$ cat config.mk
export PLATFORM = sky130hd
export DESIGN_NAME = pmbus_margin_register_bank
export DESIGN_NICKNAME = d
export VERILOG_FILES = /design/src/logic/margin_bank_pkg.sv /design/src/logic/pmbus_margin_register_bank.sv
export VERILOG_INCLUDE_DIRS = /design/src /design/src/logic
export SDC_FILE = /design/constraint.sdc
export NUM_CORES = 1
export LEC_CHECK = 0
export BUFFER_PORTS_ARGS = -buffer_cell sky130_fd_sc_hd__clkbuf_2
export CAP_MARGIN = 10
export CORE_MARGIN = 2
export CORE_UTILIZATION = 57
export DETAILED_ROUTE_END_ITERATION = 12
export PLACE_DENSITY = 0.81
export SYNTH_ARGS = -nofsm -noshare
export SYNTH_HDL_FRONTEND = slang
export SYNTH_SLANG_ARGS = --single-unit
$ cat constraint.sdc
create_clock -name CLK -period 5.2 [get_ports CLK]
set_input_delay 0.52 -clock CLK [delete_from_list [all_inputs] [get_ports CLK]]
set_output_delay 0.52 -clock CLK [all_outputs]
set_load 0.1 [all_outputs]
$ cat src/logic/margin_bank_map.svh
/*
  Constants of the margin register bank: offsets, fields, resets, timing.
  Assumes inclusion by the bank module only.
*/
// Functional notes
// - Margin-high code held left-aligned in bits 11..2; 8-bit mode drops 3..2; resets 0.
// - Margin-low code held the same way as margin-high; resets 0.
// - Operation field bits 15..8, read/write; 00h off, 80h on; resets 00h.
// - Writing A4h to operation moves output code to margin-high code.
// - Writing 94h to operation moves output code to margin-low code.
// - Status bit 9 sets on timeout, wrong clock count, or read before command.
// - Host clears fault flag by writing one; flag then reads zero.
// - Version register at 98h is read-only and reads 2200h.
// - Margin-high at 25h, margin-low at 26h, operation at 01h.
// - Status register at 78h; its other bits are zero.
`ifndef MARGIN_BANK_MAP_SVH
`define MARGIN_BANK_MAP_SVH

// ==========================================================================
// Register offsets
`define OFS_OPERATION     8'h01
`define OFS_MARGIN_UPPER  8'h25
`define OFS_MARGIN_LOWER  8'h26
`define OFS_BUS_STATUS    8'h78
`define OFS_PROTOCOL_REV  8'h98

// ==========================================================================
// Fields and reset values
`define CODE_MSB          11
`define CODE_LSB          2
`define CODE_MASK_10      16'h0FFC
`define CODE_MASK_8       16'h0FF0
`define FAULT_BIT         9
`define REV_VALUE         16'h2200
`define OP_RESET          8'h00
`define OP_OFF            8'h00
`define OP_ON             8'h80
`define OP_MARGIN_HIGH    8'hA4
`define OP_MARGIN_LOW     8'h94

// ==========================================================================
// Timing: bus-stuck timeout
`define CLK_MHZ           25
`define TIMEOUT_US        35000
`define TIMEOUT_CYCLES    (`TIMEOUT_US * `CLK_MHZ)

`endif

$ cat src/logic/margin_bank_pkg.sv
/*
  Types of the margin register bank: serial protocol states, write request.
  Assumes the map header for constants.
*/
package margin_bank_pkg;

    // ======================================================================
    // Serial protocol phase
    typedef enum logic [2:0] {
        ST_IDLE,
        ST_ADDR,
        ST_CMD,
        ST_DATA_HI,
        ST_DATA_LO,
        ST_EXTRA,
        ST_READ,
        ST_IGNORE
    } phase_e;

    // Completed 16-bit register write
    typedef struct packed {
        logic        valid;
        logic [7:0]  addr;
        logic [15:0] data;
    } wr_req_s;

endpackage : margin_bank_pkg

$ cat src/logic/pmbus_margin_register_bank.sv
/*
  Margin register bank behind a two-wire serial management slave.
  Assumes SCL and SDA arrive asynchronously and are far slower than CLK;
  SDA is open drain, resolved outside from SDA_OE.
*/
`timescale 1ns/100ps
`include "margin_bank_map.svh"

module pmbus_margin_register_bank
    import margin_bank_pkg::*;
#(
    parameter logic [6:0]  DEV_ADDR       = 7'h48,
    parameter logic        EIGHT_BIT      = 1'b0,
    parameter int unsigned TIMEOUT_CYCLES = `TIMEOUT_CYCLES
) (
    input  wire logic       CLK,
    input  wire logic       RSTN,
    input  wire logic       SCL,
    input  wire logic       SDA_IN,
    output wire logic       SDA_OUT,
    output wire logic       SDA_OE,
    input  wire logic [9:0] NOMINAL_CODE,
    output wire logic [9:0] OUT_CODE,
    output wire logic       OUT_ON
);

    // ======================================================================
    // Declarations
    logic        scl_s1_r, scl_s2_r, scl_s3_r;
    logic        sda_s1_r, sda_s2_r, sda_s3_r;
    logic        scl_rise, scl_fall, start_det, stop_det;
    phase_e      state_r;
    logic [3:0]  bitcnt_r;
    logic [7:0]  sh_r;
    logic [7:0]  tx_r;
    logic [7:0]  ptr_r;
    logic [7:0]  hi_r;
    logic [1:0]  rcnt_r;
    logic        cmd_seen_r;
    logic        oe_r;
    logic        fault_evt_r;
    logic        timeout;
    logic [19:0] tmo_cnt_r;
    wr_req_s     wr_r;
    logic [15:0] mhi_r, mlo_r;
    logic [7:0]  op_r;
    logic [9:0]  code_r;
    logic        fault_r;
    logic [15:0] rd_word;

    // Strip bits outside the code field, and bits 3..2 in 8-bit mode
    function automatic logic [15:0] code_mask(input logic [15:0] d);
        code_mask = d & (EIGHT_BIT ? `CODE_MASK_8 : `CODE_MASK_10);
    endfunction : code_mask

    // ======================================================================
    // Pin synchronisers and bus condition detection
    always_ff @(posedge CLK or negedge RSTN) begin
        if (!RSTN) begin
            {scl_s1_r, scl_s2_r, scl_s3_r} <= 3'h7;
            {sda_s1_r, sda_s2_r, sda_s3_r} <= 3'h7;
        end else begin
            scl_s1_r <= SCL;
            scl_s2_r <= scl_s1_r;
            scl_s3_r <= scl_s2_r;
            sda_s1_r <= SDA_IN;
            sda_s2_r <= sda_s1_r;
            sda_s3_r <= sda_s2_r;
        end
    end

    assign scl_rise  = scl_s2_r & ~scl_s3_r;
    assign scl_fall  = ~scl_s2_r & scl_s3_r;
    assign start_det = scl_s2_r & scl_s3_r & sda_s3_r & ~sda_s2_r;
    assign stop_det  = scl_s2_r & scl_s3_r & ~sda_s3_r & sda_s2_r;
    assign timeout   = (tmo_cnt_r >= 20'(TIMEOUT_CYCLES - 1));

    // ======================================================================
    // Clock-low watchdog during a transaction
    always_ff @(posedge CLK or negedge RSTN) begin
        if (!RSTN) begin
            tmo_cnt_r <= 20'h00000;
        end else if (state_r == ST_IDLE || scl_s2_r || timeout) begin
            tmo_cnt_r <= 20'h00000;
        end else begin
            tmo_cnt_r <= tmo_cnt_r + 20'h00001;
        end
    end

    // ======================================================================
    // Read word for the current pointer
    always_comb begin
        unique case (ptr_r)
            `OFS_OPERATION:    rd_word = {op_r, 8'h00};
            `OFS_BUS_STATUS:   rd_word = 16'(fault_r) << `FAULT_BIT;
            `OFS_PROTOCOL_REV: rd_word = `REV_VALUE;
            default:           rd_word = 16'h0000;
        endcase
    end

    // ======================================================================
    // Serial protocol engine: bits sampled on SCL rise, driven on SCL fall
    always_ff @(posedge CLK or negedge RSTN) begin
        if (!RSTN) begin
            state_r     <= ST_IDLE;
            bitcnt_r    <= 4'h0;
            sh_r        <= 8'h00;
            tx_r        <= 8'h00;
            ptr_r       <= 8'h00;
            hi_r        <= 8'h00;
            rcnt_r      <= 2'h0;
            cmd_seen_r  <= 1'b0;
            oe_r        <= 1'b0;
            fault_evt_r <= 1'b0;
            wr_r        <= '0;
        end else begin
            fault_evt_r <= 1'b0;
            wr_r.valid  <= 1'b0;
            if (timeout) begin
                state_r     <= ST_IDLE;
                oe_r        <= 1'b0;
                cmd_seen_r  <= 1'b0;
                fault_evt_r <= 1'b1;
            end else if (start_det) begin
                state_r  <= ST_ADDR;
                bitcnt_r <= 4'h8;                                    // Clock fall after START opens bit 0
                oe_r     <= 1'b0;
            end else if (stop_det) begin
                // Partial command or data byte, or lone high byte, is a wrong clock count
                if (state_r == ST_DATA_LO ||
                    ((state_r == ST_CMD || state_r == ST_DATA_HI) && bitcnt_r != 4'h0)) begin
                    fault_evt_r <= 1'b1;
                end
                state_r    <= ST_IDLE;
                oe_r       <= 1'b0;
                cmd_seen_r <= 1'b0;
            end else if (scl_rise && state_r != ST_IDLE) begin
                if (bitcnt_r != 4'h8) begin
                    sh_r <= {sh_r[6:0], sda_s2_r};
                end else if (state_r == ST_READ && sda_s2_r) begin
                    state_r <= ST_IGNORE;                            // Host NACK ends read
                end
            end else if (scl_fall && state_r != ST_IDLE) begin
                if (bitcnt_r == 4'h7) begin
                    bitcnt_r <= 4'h8;
                    oe_r     <= 1'b0;
                    unique case (state_r)
                        ST_ADDR: begin
                            if (sh_r[7:1] != DEV_ADDR) begin
                                state_r <= ST_IGNORE;
                            end else if (sh_r[0]) begin
                                oe_r    <= 1'b1;
                                state_r <= ST_READ;
                                tx_r    <= rd_word[15:8];
                                rcnt_r  <= 2'h0;
                                if (!cmd_seen_r) begin
                                    fault_evt_r <= 1'b1;
                                end
                            end else begin
                                oe_r    <= 1'b1;
                                state_r <= ST_CMD;
                            end
                        end
                        ST_CMD: begin
                            oe_r       <= 1'b1;
                            ptr_r      <= sh_r;
                            cmd_seen_r <= 1'b1;
                            state_r    <= ST_DATA_HI;
                        end
                        ST_DATA_HI: begin
                            oe_r    <= 1'b1;
                            hi_r    <= sh_r;
                            state_r <= ST_DATA_LO;
                        end
                        ST_DATA_LO: begin
                            oe_r       <= 1'b1;
                            wr_r.valid <= 1'b1;
                            wr_r.addr  <= ptr_r;
                            wr_r.data  <= {hi_r, sh_r};
                            state_r    <= ST_EXTRA;
                        end
                        ST_EXTRA: begin
                            fault_evt_r <= 1'b1;
                            state_r     <= ST_IGNORE;
                        end
                        ST_READ: begin
                            rcnt_r <= rcnt_r + 2'h1;
                        end
                        ST_IDLE, ST_IGNORE: begin
                        end
                    endcase
                end else if (bitcnt_r == 4'h8) begin
                    bitcnt_r <= 4'h0;
                    if (state_r == ST_READ) begin
                        if (rcnt_r == 2'h0) begin
                            oe_r <= ~tx_r[7];
                        end else begin
                            tx_r <= (rcnt_r == 2'h1) ? rd_word[7:0] : 8'h00;
                            oe_r <= (rcnt_r == 2'h1) ? ~rd_word[7] : 1'b1;
                        end
                    end else begin
                        oe_r <= 1'b0;
                    end
                end else begin
                    bitcnt_r <= bitcnt_r + 4'h1;
                    if (state_r == ST_READ) begin
                        tx_r <= {tx_r[6:0], 1'b0};
                        oe_r <= ~tx_r[6];
                    end
                end
            end
        end
    end

    // ======================================================================
    // Register writes and output code update
    always_ff @(posedge CLK or negedge RSTN) begin
        if (!RSTN) begin
            mhi_r  <= 16'h0000;
            mlo_r  <= 16'h0000;
            op_r   <= `OP_RESET;
            code_r <= 10'h000;
        end else if (wr_r.valid) begin
            unique case (wr_r.addr)
                `OFS_MARGIN_UPPER: mhi_r <= code_mask(wr_r.data);
                `OFS_MARGIN_LOWER: mlo_r <= code_mask(wr_r.data);
                `OFS_OPERATION: begin
                    op_r <= wr_r.data[15:8];
                    unique case (wr_r.data[15:8])
                        `OP_MARGIN_HIGH: code_r <= mhi_r[`CODE_MSB:`CODE_LSB];
                        `OP_MARGIN_LOW:  code_r <= mlo_r[`CODE_MSB:`CODE_LSB];
                        `OP_ON:          code_r <= NOMINAL_CODE;
                        default:         code_r <= code_r;
                    endcase
                end
                default: begin
                end
            endcase
        end
    end

    // ======================================================================
    // Communication fault flag: a new fault wins over a same-cycle clear
    always_ff @(posedge CLK or negedge RSTN) begin
        if (!RSTN) begin
            fault_r <= 1'b0;
        end else if (fault_evt_r) begin
            fault_r <= 1'b1;
        end else if (wr_r.valid && wr_r.addr == `OFS_BUS_STATUS && wr_r.data[`FAULT_BIT]) begin
            fault_r <= 1'b0;
        end
    end

    assign SDA_OUT  = 1'b0;                                          // Open drain, low only
    assign SDA_OE   = oe_r;
    assign OUT_CODE = code_r;
    assign OUT_ON   = (op_r != `OP_OFF);

endmodule : pmbus_margin_register_bank

==> run summary <==
status: finished clean
clk_lat worst skew: 0.52 ns
dpl cells: 647
Clock Sinks: 132
Hold Vio Cnt, Final: 0
worst slew pin tran: 1.201 ns
Net Count, Synth: 519
GP Congestion: 0.8284
HPWL after DPL: 7680 µm
Starting Density: 58.36%
Crit path top cell by count: or4_1
Synth top area share: 52.57%
count of input and output buffers: 25
grt ovf: 0
num rows: 37
1st-pass router iterations: 4
height of the die: 106.6 µm
Area growth, synth to finish: 13.48%
maximum VDD drop: 0.2113 mV
total wire length: 12200 µm
Setup-failing EPs final: 0
routed length per placed instance: 17.97 µm
# nets final: 548
core footprint: 10280 µm²
depth of the CTS H-tree: 4
Yosys Warn Count: 0
worst path cell trace: ha_1 -> a21oi_1 -> or4_1 -> nor4_1 -> or4_1 -> or3_1 -> buf_4 -> mux2_4
DRT iter0 DRCs: 354
Max Cap Violations: 0
fillers: 756
Synth area leaders: dfrtp_1 53%, mux2_2 11%, mux2_4 5.0%
antenna-violating nets left: 0
fin cells: 679
post-CTS setup buffers: 0
Final Skew: 0.007016 ns
area of the multi-input gates: 2556 µm²
Top FF cell, synth: dfrtp_1
Post-synth EDFFs: 0
number of diodes: 0
CP Capture Type: flip-flop
number of buffers created by CTS: 17
post-CTS sizing: 0
Clk pin slew, worst setup/hold paths: 0.06 ns
Cells after Synth: 501
layout cell share with drive strength beyond 1: 27.62%
FFs w/ async S/R, synth: 100.0%
Fmax: 280.6 MHz
crit start category: flip-flop
RSZ-0062 raised after global routing: no
routed vias: 4098
Final min period: 3.563 ns
Max-slew headroom: 19.93%
critical path data required time: 5.60 ns
GRT Util Overall: 23.38%
Worst EP arrival: 3.96 ns
ratio of final minimum period to clock period: 68.53%
FF+latch area: 3311 µm²
CTS max path bufs: 2
initial antenna violation count: 0
top-count cell post-synth: dfrtp_1
first-pass GRT wire length: 20640 µm
TritonCTS clock tree: yes
post-synthesis area per instance: 11.97 µm²
total power per unit cell area: 369.0 nW/µm²
IO Pins: 27
kind of critical path: flip-flop to flip-flop
Syn Std Cell Area: 5998 µm²
largest net degree at the start of global routing: 86
Tot Pwr: 2512 µW
Slew Viols, Final: 0
Die X: 106.6 µm
LEAKAGE: 0.003255 µW
max incr delay on CP: 0.99 ns
vias in the first global route: 4157
Seq/Total Area, Yosys: 55.19%
CP max stage cell: or3_1
Vias/cell: 6.035
Root Driver: clkbuf_8
reg2reg setup slack: 1.64 ns
Yosys reg bits: 132
# hold bufs at CTS: 0
die area: 11360 µm²
largest fanout on the critical path: 21
Min-Delay Path Class: primary input to flip-flop
Post-synth top cells: 126 x dfrtp_1, 61 x mux2_2, 46 x nand2_1, 39 x nor2_1, 21 x a21oi_1
synth unique cells: 55
dominant cell type by area after synthesis: dfrtp_1
Residual DRC: 0
setup TNS: 0 ns
==> critical path, delay by kind of cell (launching register included) <==
family | cells | cell delay [ns]
compound gates | 1 | 0.09
simple gates | 4 | 2.16
mux | 1 | 0.30
fa+ha+maj | 1 | 0.23
flops | 1 | 0.39
buf+inv | 1 | 0.27
==> registers in the layout, indices dropped and copies added, names as in the netlist <==
register / flops
cmd_seen_r: 1
wr_r: 23
OUT_CODE: 10
scl_s3_r: 1
bitcnt_r: 4
scl_s2_r: 1
tx_r: 8
sda_s2_r: 1
mhi_r: 10
sda_s1_r: 1
fault_evt_r: 1
sda_s3_r: 1
scl_s1_r: 1
ptr_r: 8
hi_r: 8
SDA_OE: 1
op_r: 8
state_r: 3
rcnt_r: 2
fault_r: 1
sh_r: 8
tmo_cnt_r: 20
mlo_r: 10
==> metrics by stage <==
stage / area [µm²] / hold slack, ns / utilization [%] / setup slack, ns
6_report: 6807 / 0.08030 / 66.23 / 1.637
4_1_cts: 6807 / 0.06353 / 66.23 / 1.652
3_3_place_gp: 6232 / 0.3457 / 60.64 / 1.790
3_5_place_dp: 6232 / 0.3469 / 60.64 / 1.684
2_1_floorplan: 5998 / 0.2244 / - / 2.716
5_1_grt: 6807 / 0.06819 / 66.23 / 1.421
==> final cells by class <==
type | count | share of cell area, %
clock inverters | 10 | 1.930
flip-flops and latches | 132 | 48.64
multi-input cells | 341 | 37.56
repair buffers | 30 | 2.426
well taps | 136 | 2.500
clock buffers | 22 | 6.507
inverters | 8 | 0.4412
==> where the power goes <==
| part | total (µW) | switching [µW] | leakage [µW] | internal (µW) |
|---|---|---|---|---|
| Sequential | 1150 | 73.9 | 0.00176 | 1070 |
| Clock | 1150 | 412 | 0.000282 | 739 |
| Combinational | 212 | 134 | 0.00121 | 77.9 |
==> path summary, 6_finish.rpt <==
| kind | start | endpoint | cells past startpoint |
|---|---|---|---|
| min in group asynchronous | RSTN | tx_r[7]$_DFFE_PN0P_ | 1 |
| min | SDA_IN | sda_s1_r$_DFF_PN1_ | 1 |
| max in group asynchronous | RSTN | ptr_r[7]$_DFFE_PN0P_ | 2 |
| max reg2reg | tmo_cnt_r[0]$_DFF_PN0_ | wr_r[5]$_DFFE_PN0P_ | 8 |
| max | tmo_cnt_r[0]$_DFF_PN0_ | wr_r[5]$_DFFE_PN0P_ | 8 |
| min reg2reg | scl_s1_r$_DFF_PN1_ | scl_s2_r$_DFF_PN1_ | 0 |
==> cells in the final DEF (no fill, tap or decap), types with 4 or more instances in the layout <==
master and count:
o21ai_1 4, a21oi_1 21, xor2_1 11, nor4_1 4
clkbuf_1 4, nand4_1 5, dfrtp_1 126, nor2b_1 5
nand2b_1 4, mux2_2 61, or3_1 5, mux2_4 20
ha_1 4, nor3_1 11, nand4b_1 7, clkinv_2 5
nand3_1 8, and3_1 4, clkbuf_16 16, inv_1 8
buf_4 6, dfstp_2 6, nor2_1 39, o21ai_0 16
xnor2_1 6, nand2_1 46, clkbuf_2 24, or4_1 4
a22o_1 14
==> per-layer routing <==
| layer | share of wire (%) | global-route usage [%] | up-vias |
|---|---|---|---|
| met1 | 44 | 30.83 | 2118 |
| li1 | - | - | 1866 |
| met4 | 1.8 | 6.865 | 0 |
| met2 | 50 | 38.08 | 92 |
| met5 | 0 | 0 | - |
| met3 | 3.9 | 6.626 | 22 |
==> cell families after synthesis <==
group / synth area share (%)
multiplexers: 16.46
XOR/XNOR: 2.482
AO/OA/AOI/OAI: 8.281
flip-flops: 55.19
AND/OR/NAND/NOR: 14.50
adder cells (fa/ha/maj): 0.8344
buffers and inverters: 2.190
other: 0.06252
Note: power is estimated with default switching activity, not from simulation.
